## config.mk

```make
export PLATFORM = sky130hd
export DESIGN_NAME = sys_settings
export DESIGN_NICKNAME = d
export VERILOG_FILES = /design/src/done_pulse_timer.sv /design/src/sys_settings.sv
export SDC_FILE = /design/constraint.sdc
export NUM_CORES = 1
export LEC_CHECK = 0
export BUFFER_PORTS_ARGS = -buffer_cell sky130_fd_sc_hd__buf_2
export CORE_MARGIN = 2
export CORE_UTILIZATION = 52
export CTS_CLUSTER_DIAMETER = 150
export CTS_CLUSTER_SIZE = 10
export DETAILED_ROUTE_END_ITERATION = 8
export PLACE_DENSITY = 0.79
export SYNTH_ARGS = -nofsm -noshare
export SYNTH_HDL_FRONTEND = slang
export SYNTH_SLANG_ARGS = --single-unit
```

## constraint.sdc

```tcl
create_clock -name clk_i -period 1.9 [get_ports clk_i]
set_clock_uncertainty 0.2 [all_clocks]
set_input_delay 0.38 -clock clk_i [delete_from_list [all_inputs] [get_ports clk_i]]
set_output_delay 0.38 -clock clk_i [all_outputs]
set_load 0.02 [all_outputs]
```

## src/done_pulse_timer.sv

```systemverilog
// shared constants and the millisecond pulse timer for the done output
`timescale 1ns/10ps
`default_nettype none

package sys_settings_pkg;
  // register byte addresses
  localparam logic [3:0] ADDR_CTRL   = 4'h0;
  localparam logic [3:0] ADDR_PULSE  = 4'h4;
  localparam logic [3:0] ADDR_CMD    = 4'h8;
  localparam logic [3:0] ADDR_STATUS = 4'hc;
  // control register fields
  localparam int CTRL_CAL_AUTO  = 0;
  localparam int CTRL_CURRENT   = 1;
  localparam int CTRL_BEEP      = 2;
  localparam int CTRL_FREQ_LO   = 3;
  localparam int CTRL_FREQ_HI   = 4;
  localparam int CTRL_LOCK      = 5;
  localparam int CTRL_HEADER    = 6;
  localparam int CTRL_MODE      = 7;
  // command register fields
  localparam int CMD_CAL        = 0;
  localparam int CMD_STD_RESET  = 1;
  localparam int CMD_CLR_ERR    = 2;
  // status register fields
  localparam int ST_CAL_PEND    = 0;
  localparam int ST_CAL_BUSY    = 1;
  localparam int ST_MEASURING   = 2;
  localparam int ST_DONE_OUT    = 3;
  localparam int ST_ERR         = 4;
  // mains frequency codes
  localparam logic [1:0] FREQ_AUTO    = 2'h0;
  localparam logic [1:0] FREQ_50      = 2'h1;
  localparam logic [1:0] FREQ_60      = 2'h2;
  localparam logic [1:0] FREQ_INVALID = 2'h3;
  // pulse width limits in milliseconds
  localparam logic [6:0] PULSE_MS_MIN = 7'h01;
  localparam logic [6:0] PULSE_MS_MAX = 7'h64;
  // reset values
  localparam logic [7:0] CTRL_RESET  = 8'h00;
  localparam logic [6:0] PULSE_RESET = 7'h01;
  // timing: clock period and one millisecond, both in nanoseconds
  localparam int CLK_PERIOD_NS = 25;
  localparam int MS_NS         = 1000000;
  localparam int MS_CYCLES     = MS_NS / CLK_PERIOD_NS;
  localparam int SUB_W         = 22;
  // done output modes
  typedef enum logic {MODE_HOLD, MODE_PULSE} done_mode_t;
endpackage

module done_pulse_timer
  import sys_settings_pkg::*;
#(
  parameter int unsigned CYC_PER_MS = MS_CYCLES
) (
  input  wire logic       clk_i,
  input  wire logic       rst_i,
  input  wire logic       start_i,     // restart the timer
  input  wire logic [6:0] width_ms_i,  // width sampled at start
  output logic            expired_o    // one-cycle pulse at the end
);
  logic [SUB_W-1:0] sub;       // cycles within the current millisecond
  logic [6:0]       ms_left;   // whole milliseconds still to run
  logic             running;   // timer active
  wire              ms_tick = running && (sub == SUB_W'(CYC_PER_MS - 1));
  wire              last_ms = (ms_left == 7'h01);

  // count down whole milliseconds; a restart always wins
  always_ff @(posedge clk_i) begin
    if (rst_i) begin
      sub       <= '0;
      ms_left   <= '0;
      running   <= 1'b0;
      expired_o <= 1'b0;
    end else begin
      expired_o <= 1'b0;
      if (start_i) begin
        sub     <= '0;
        ms_left <= width_ms_i;
        running <= 1'b1;
      end else if (ms_tick) begin
        sub     <= '0;
        ms_left <= ms_left - 7'h01;
        if (last_ms) begin
          running   <= 1'b0;
          expired_o <= 1'b1;
        end
      end else if (running) begin
        sub <= sub + SUB_W'(1);
      end
    end
  end
endmodule // done_pulse_timer

`default_nettype wire

```

## src/sys_settings.sv

```systemverilog
// system settings registers, deferred self-calibration and done output
//
// How it works
// - calibration request waits until measurement finishes
// - auto bit set selects automatic calibration
// - manual calibration accepted even in auto mode
// - current select 0.1A or 1A
// - key beep enable flag, set and readable
// - mains frequency auto, 50 or 60 only
// - panel lock blocks all front-panel key access
// - header flag cleared at power-up and reset command
// - done output rises when measurement completes
// - hold mode drops output at next trigger
// - pulse mode drops output after programmed width
// - pulse width 1 to 100 ms, 1 ms steps
`timescale 1ns/10ps
`default_nettype none

module sys_settings
  import sys_settings_pkg::*;
#(
  parameter int unsigned CYC_PER_MS = MS_CYCLES  // shorten in simulation
) (
  input  wire logic        clk_i,
  input  wire logic        rst_i,
  // classic wishbone slave
  input  wire logic        cyc_i,
  input  wire logic        stb_i,
  input  wire logic        we_i,
  input  wire logic [3:0]  adr_i,
  input  wire logic [3:0]  sel_i,
  input  wire logic [31:0] dat_i,
  output logic [31:0]      dat_o,
  output logic             ack_o,
  // measurement engine and external trigger pins
  input  wire logic        trigger_i,      // measurement start pin
  input  wire logic        meas_end_i,     // measurement finished pin
  input  wire logic        cal_done_i,     // calibration engine finished
  output logic             cal_start_o,    // one-cycle calibration start
  output logic             cal_auto_o,     // automatic calibration selected
  output logic             current_1a_o,   // low range current is 1A
  output logic [1:0]       mains_freq_select_o,
  output logic             header_en_o,    // prefix responses with header
  // front panel
  input  wire logic        key_press_i,    // panel key pulse
  output logic             key_accept_o,   // key passed to settings logic
  output logic             beep_o,         // beep for an accepted key
  // external i/o
  output logic             measure_done_output_o
);
  // ---------------- input synchronisers ----------------
  logic [2:0] sync1;       // first stage, read only by sync2
  logic [2:0] sync2;       // second stage, safe to use
  logic [2:0] sync_prev;   // previous synchronised value for edges
  logic       key_sync1;   // panel key first stage
  logic       key_sync2;   // panel key second stage

  // two flops on every pin before any logic looks at it
  always_ff @(posedge clk_i) begin
    if (rst_i) begin
      sync1     <= 3'h0;
      sync2     <= 3'h0;
      sync_prev <= 3'h0;
      key_sync1 <= 1'b0;
      key_sync2 <= 1'b0;
    end else begin
      sync1     <= {cal_done_i, meas_end_i, trigger_i};
      sync2     <= sync1;
      sync_prev <= sync2;
      key_sync1 <= key_press_i;
      key_sync2 <= key_sync1;
    end
  end

  wire trig_rise = sync2[0] & ~sync_prev[0];  // new measurement starts
  wire end_rise  = sync2[1] & ~sync_prev[1];  // measurement complete
  wire cdone     = sync2[2] & ~sync_prev[2];  // calibration complete

  // ---------------- register state ----------------
  logic [7:0] ctrl;        // packed settings, fields per package
  logic [6:0] pulse_ms;    // done pulse width in milliseconds
  logic       cal_pend;    // calibration requested, not yet started
  logic       cal_busy;    // calibration running
  logic       measuring;   // between trigger and measurement end
  logic       err;         // sticky: a write carried a bad value
  logic       done_out;    // done output level

  // ---------------- bus decode ----------------
  wire        req      = cyc_i & stb_i;
  wire        wr_now   = req & we_i & ack_o & sel_i[0];  // write lands on ack
  wire        hit_ctrl = (adr_i == ADDR_CTRL);
  wire        hit_pw   = (adr_i == ADDR_PULSE);
  wire        hit_cmd  = (adr_i == ADDR_CMD);
  wire        hit_st   = (adr_i == ADDR_STATUS);
  wire [1:0]  wr_freq  = dat_i[CTRL_FREQ_HI:CTRL_FREQ_LO];
  wire        freq_bad = (wr_freq == FREQ_INVALID);
  wire [6:0]  wr_pw    = dat_i[6:0];
  wire        pw_bad   = (wr_pw < PULSE_MS_MIN) || (wr_pw > PULSE_MS_MAX) || (dat_i[7] != 1'b0);
  wire        wr_ctrl  = wr_now & hit_ctrl;
  wire        wr_pwr   = wr_now & hit_pw;
  wire        wr_cmd   = wr_now & hit_cmd;
  wire        cmd_cal  = wr_cmd & dat_i[CMD_CAL];
  wire        cmd_rst  = wr_cmd & dat_i[CMD_STD_RESET];
  wire        cmd_clr  = wr_cmd & dat_i[CMD_CLR_ERR];
  wire        bad_wr   = (wr_ctrl & freq_bad) | (wr_pwr & pw_bad);
  wire [7:0]  status   = {3'h0, err, done_out, measuring, cal_busy, cal_pend};

  // read mux; unmapped addresses and the command register read zero
  wire [31:0] rd_mux = hit_ctrl ? {24'h0, ctrl} :
                       hit_pw   ? {25'h0, pulse_ms} :
                       hit_st   ? {24'h0, status} : 32'h0;

  // single-wait acknowledge: ack one cycle after the request, then drop
  always_ff @(posedge clk_i) begin
    if (rst_i) begin
      ack_o <= 1'b0;
      dat_o <= 32'h0;
    end else begin
      ack_o <= req & ~ack_o;
      dat_o <= rd_mux;
    end
  end

  // ---------------- settings ----------------
  // a bad frequency code leaves the old choice in place, other fields still land
  wire [1:0] keep_freq = freq_bad ? ctrl[CTRL_FREQ_HI:CTRL_FREQ_LO] : wr_freq;
  wire [7:0] next_ctrl = {dat_i[CTRL_MODE], dat_i[CTRL_HEADER], dat_i[CTRL_LOCK],
                          keep_freq, dat_i[CTRL_BEEP], dat_i[CTRL_CURRENT],
                          dat_i[CTRL_CAL_AUTO]};

  // settings store; standard reset clears the header flag and beats a write
  always_ff @(posedge clk_i) begin
    if (rst_i) begin
      ctrl     <= CTRL_RESET;
      pulse_ms <= PULSE_RESET;
    end else begin
      if (wr_ctrl) begin
        ctrl <= next_ctrl;
      end
      if (cmd_rst) begin
        ctrl[CTRL_HEADER] <= 1'b0;
      end
      if (wr_pwr && !pw_bad) begin
        pulse_ms <= wr_pw;
      end
    end
  end

  // sticky error flag; a new bad write wins over a clear in the same cycle
  always_ff @(posedge clk_i) begin
    if (rst_i) begin
      err <= 1'b0;
    end else if (bad_wr) begin
      err <= 1'b1;
    end else if (cmd_clr) begin
      err <= 1'b0;
    end
  end

  // ---------------- measurement and calibration ----------------
  // measuring tracks trigger to end; end in the same cycle as a trigger wins
  always_ff @(posedge clk_i) begin
    if (rst_i) begin
      measuring <= 1'b0;
    end else if (end_rise) begin
      measuring <= 1'b0;
    end else if (trig_rise) begin
      measuring <= 1'b1;
    end
  end

  // calibration is deferred while a measurement runs, accepted in any mode
  wire cal_go = cal_pend & ~measuring & ~cal_busy;

  always_ff @(posedge clk_i) begin
    if (rst_i) begin
      cal_pend    <= 1'b0;
      cal_busy    <= 1'b0;
      cal_start_o <= 1'b0;
    end else begin
      cal_start_o <= cal_go;
      if (cmd_cal) begin
        cal_pend <= 1'b1;
      end else if (cal_go) begin
        cal_pend <= 1'b0;
      end
      if (cal_go) begin
        cal_busy <= 1'b1;
      end else if (cdone) begin
        cal_busy <= 1'b0;
      end
    end
  end

  // ---------------- done output ----------------
  wire pulse_mode = (done_mode_t'(ctrl[CTRL_MODE]) == MODE_PULSE);
  wire pulse_end;  // timer elapsed

  done_pulse_timer #(
    .CYC_PER_MS (CYC_PER_MS)
  ) u_timer (
    .clk_i      (clk_i),
    .rst_i      (rst_i),
    .start_i    (end_rise),
    .width_ms_i (pulse_ms),
    .expired_o  (pulse_end)
  );

  // assert at completion; hold mode drops at next trigger, pulse at expiry
  always_ff @(posedge clk_i) begin
    if (rst_i) begin
      done_out <= 1'b0;
    end else if (end_rise) begin
      done_out <= 1'b1;
    end else if (!pulse_mode && trig_rise) begin
      done_out <= 1'b0;
    end else if (pulse_mode && pulse_end) begin
      done_out <= 1'b0;
    end
  end

  // ---------------- front panel ----------------
  logic key_prev;  // previous key level for edge detect

  // lock swallows keys entirely, so no beep either
  always_ff @(posedge clk_i) begin
    if (rst_i) begin
      key_prev     <= 1'b0;
      key_accept_o <= 1'b0;
      beep_o       <= 1'b0;
    end else begin
      key_prev     <= key_sync2;
      key_accept_o <= key_sync2 & ~key_prev & ~ctrl[CTRL_LOCK];
      beep_o       <= key_sync2 & ~key_prev & ~ctrl[CTRL_LOCK] & ctrl[CTRL_BEEP];
    end
  end

  // ---------------- setting outputs ----------------
  assign cal_auto_o            = ctrl[CTRL_CAL_AUTO];
  assign current_1a_o          = ctrl[CTRL_CURRENT];
  assign mains_freq_select_o   = ctrl[CTRL_FREQ_HI:CTRL_FREQ_LO];
  assign header_en_o           = ctrl[CTRL_HEADER];
  assign measure_done_output_o = done_out;
endmodule // sys_settings

`default_nettype wire

```

==> metrics.yaml <==
status: "completed"
syn-cell-area_um2: 3410
clock_power_share_pct: 42.4
synth.area.top_cells: "dfxtp_1, buf_4, nor2_1"
nets: 504
port_buffers: 39
placementRows: 29
hold_viol_final: 0
p_comb_share_pct: 7.5
route.vias.total: 2924
yosys_warnings: 0
avgViaCountPerCell: 5.486
ff2ff_path_depth: 4
cts_htree_levels: 3
io_pins: 91
crit_cells: 4
start_util_pct: 53.69
report.final.slew_viol_count: 0
drtIter0Drc: 202
ys_types: 48
syn_inst: 381
crit_required_ns: 1.98
yosysTopAreaCell: "dfxtp_1"
cts_buffer_depth: 2
yosys_most_used_dff: "dfxtp_1"
drtAntennaViolNets: 0
yosys.area.top_type_share_pct: 44.04
wl_per_cell_um: 14.20
setup_viol: 0
layout.area.seq_um2: 1508
grt_pass1_wl_mm: 12.78
clkLatencyLatePin_ns: 0.35
first_pass_iters: 4
drc: 0
coreArea_um2: 6350
r2r_start: "u_timer.sub[8]"
routed_wl_mm: 7.567
cp-endpoint: "u_timer.sub[21]"
cts_tree: "done"
power.internal_uw: 2487
ys_seq_elements: 75
die-area_um2: 7221
multi_input_area_um2: 1750
placed_cells: 516
clk_pin_slew_worst_paths_ns: 0.07
grt.total_usage_pct: 21.88
path_delay_family: "simple AND/OR/NAND/NOR gates"
rrSetupSlack_ns: 0.07
critPathCaptureType: "flip-flop"
worstPathCellList: "and4_2 -> nand4_4 -> or4_1 -> a21oi_1"
critPathSlowestCell: "dfxtp_1"
dp_hpwl_mm: 5.587
start_kind: "flip-flop"
setup_tns_ns: 0
antenna_found_initial: 0
p_sw_uw: 733.3
final_common_cell: "dfxtp_1"
cts_inserted_buffers: 9
drive_above_1_share_pct: 25.66
path_max_fanout: 9
critical_path_class: "reg2reg"
hold_path.class: "in2reg"
fin_crit_ns: 1.834
die_w_um: 84.98
synth_edf_count: 0
cpPeakStageDelay_ns: 0.47
hp-start: "meas_end_i"
cts-hold-fix-buffers: 0
gp_congestion: 0.9038
cap_violations: 0
first_global_vias: 2811
seqPwrFrac_pct: 50.1
nFillCells: 517
die_height_um: 84.98
syn2layout_area_growth_pct: 20.55
layout_common_cells: "dfxtp_1, nor2_1, buf_2, buf_4, nand2_1"
arrival_ns: 1.91
instances_no_fill: 533
rsz0062_at_grt: "yes"
peakVddDrop_v: 0.0005508
diodes: 0
grt_max_degree: 15
totalPowerFinal_uw: 3220
yosysSeqAreaShare_pct: 44.04
max_clock_freq_mhz: 545.4
period_share_pct: 96.51
syn_area_per_cell_um2: 8.949
cts.sinks: 75
power_density_nw_per_um2: 783.4
grt_remaining_overflow: 0
critical_path_buf_inv_count: 0
rr_endpoint: "u_timer.sub[21]"
leakage_uw: 0.001706
critPathLaunch: "u_timer.sub[8]"
switching_share_pct: 22.77
async_flop_share_pct: 0
ctsRootBufferMaster: "clkbuf_8"
==> cells in the mapped netlist, types with 2 or more instances <==
| library cell | count |
|---|---|
| o31ai_1 | 3 |
| nand4_1 | 11 |
| o211ai_1 | 2 |
| nor2_1 | 43 |
| buf_2 | 8 |
| nor4_1 | 6 |
| nor3_1 | 10 |
| nor4_2 | 3 |
| nand2_1 | 33 |
| clkbuf_1 | 7 |
| a2111oi_0 | 5 |
| nor3b_1 | 2 |
| inv_1 | 6 |
| nor4b_1 | 3 |
| or4_1 | 3 |
| mux2i_1 | 16 |
| xnor2_1 | 6 |
| and4_1 | 6 |
| nand2b_1 | 4 |
| or3_1 | 13 |
| and3_1 | 5 |
| nor2b_1 | 13 |
| o21ai_0 | 13 |
| and2_1 | 3 |
| buf_4 | 27 |
| a21oi_1 | 14 |
| o2111ai_1 | 2 |
| dfxtp_1 | 75 |
| ha_1 | 3 |
| nand3_1 | 10 |
| a211oi_1 | 3 |
| xor2_1 | 7 |
==> power by group through the flow <==
| stage | registers (µW) | clock network [µW] | logic, µW |
|---|---|---|---|
| 2_1_floorplan | 1650 | 0 | 180 |
| 3_3_place_gp | 1650 | 0 | 232 |
| 3_5_place_dp | 1650 | 0 | 237 |
| 4_1_cts | 1610 | 1380 | 239 |
| 5_1_grt | 1620 | 1440 | 268 |
| 6_report | 1610 | 1360 | 242 |
==> worst reg2reg max path: stages, from the launching register on <==
cell and delay, ns:
dfxtp_1 0.47, and4_2 0.33, nand4_4 0.18, or4_1 0.43
a21oi_1 0.16
==> flip-flops by register name (all words and copies together), names as in the netlist <==
register / flops
ack_o: 1
sync_prev: 3
beep_o: 1
cal_pend: 1
err: 1
sync1: 3
measuring: 1
ctrl: 8
u_timer.running: 1
sync2: 3
u_timer.sub: 22
key_sync2: 1
u_timer.ms_left: 7
cal_busy: 1
dat_o: 8
key_accept_o: 1
key_prev: 1
key_sync1: 1
u_timer.expired_o: 1
measure_done_output_o: 1
pulse_ms: 7
cal_start_o: 1
==> per-layer routing <==
metal  share of wire, %  vias up  track usage [%]
met2                 48       74            36.29
met3                4.6       17            4.961
met4                1.8        0            7.359
li1                   -     1442                -
met1                 45     1391            28.17
met5                  0        -                0
==> logic make-up after synthesis <==
kind of cell	synth area share, %
and+or+nand+nor	28.33
DFF	44.04
AOI/OAI and AO/OA	9.835
buffers and inverters	8.550
muxes	4.697
xor gates and xnor gates	3.339
adders and majority gates	1.101
other	0.1100
==> what timing repair did <==
item | 4_1_cts | 5_1_grt
pin swaps | 2 | 2
setup endpoints to repair | 6 | 27
buffers inserted | 2 | 0
resized for setup | 0 | 15
cloned | 0 | 0
==> cell type report <==
class / count / area share [%]
clock buffers: 11 / 3.683
inverters: 6 / 0.5479
multi-input cells: 281 / 42.59
flip-flops and latches: 75 / 36.68
repair buffers: 79 / 12.36
clock inverters: 4 / 1.796
well taps: 77 / 2.344
==> through the flow <==
step           utilization (%)  area (µm²)  hold WS (ns)  setup WS, ns
2_1_floorplan                -        3496        0.1794        0.1077
3_3_place_gp             60.10        3816        0.1863       -0.1234
3_5_place_dp             60.10        3816        0.1927       -0.1619
4_1_cts                  63.88        4056       0.03367       0.02915
5_1_grt                  64.73        4110       0.04153      -0.03169
6_report                 64.73        4110       0.03316       0.06632
==> how the worst min path moves through the flow <==
stage / endpoint / slack [ns] / depth (start not counted)
final: sync1[1] / 0.03 / 2
after floorplan: key_accept_o / 0.18 / 1
after global placement: key_accept_o / 0.19 / 1
after detailed placement: key_accept_o / 0.19 / 1
after global routing: key_sync1 / 0.04 / 2
after CTS: sync1[1] / 0.03 / 2
(Power assumes the default switching activity.)
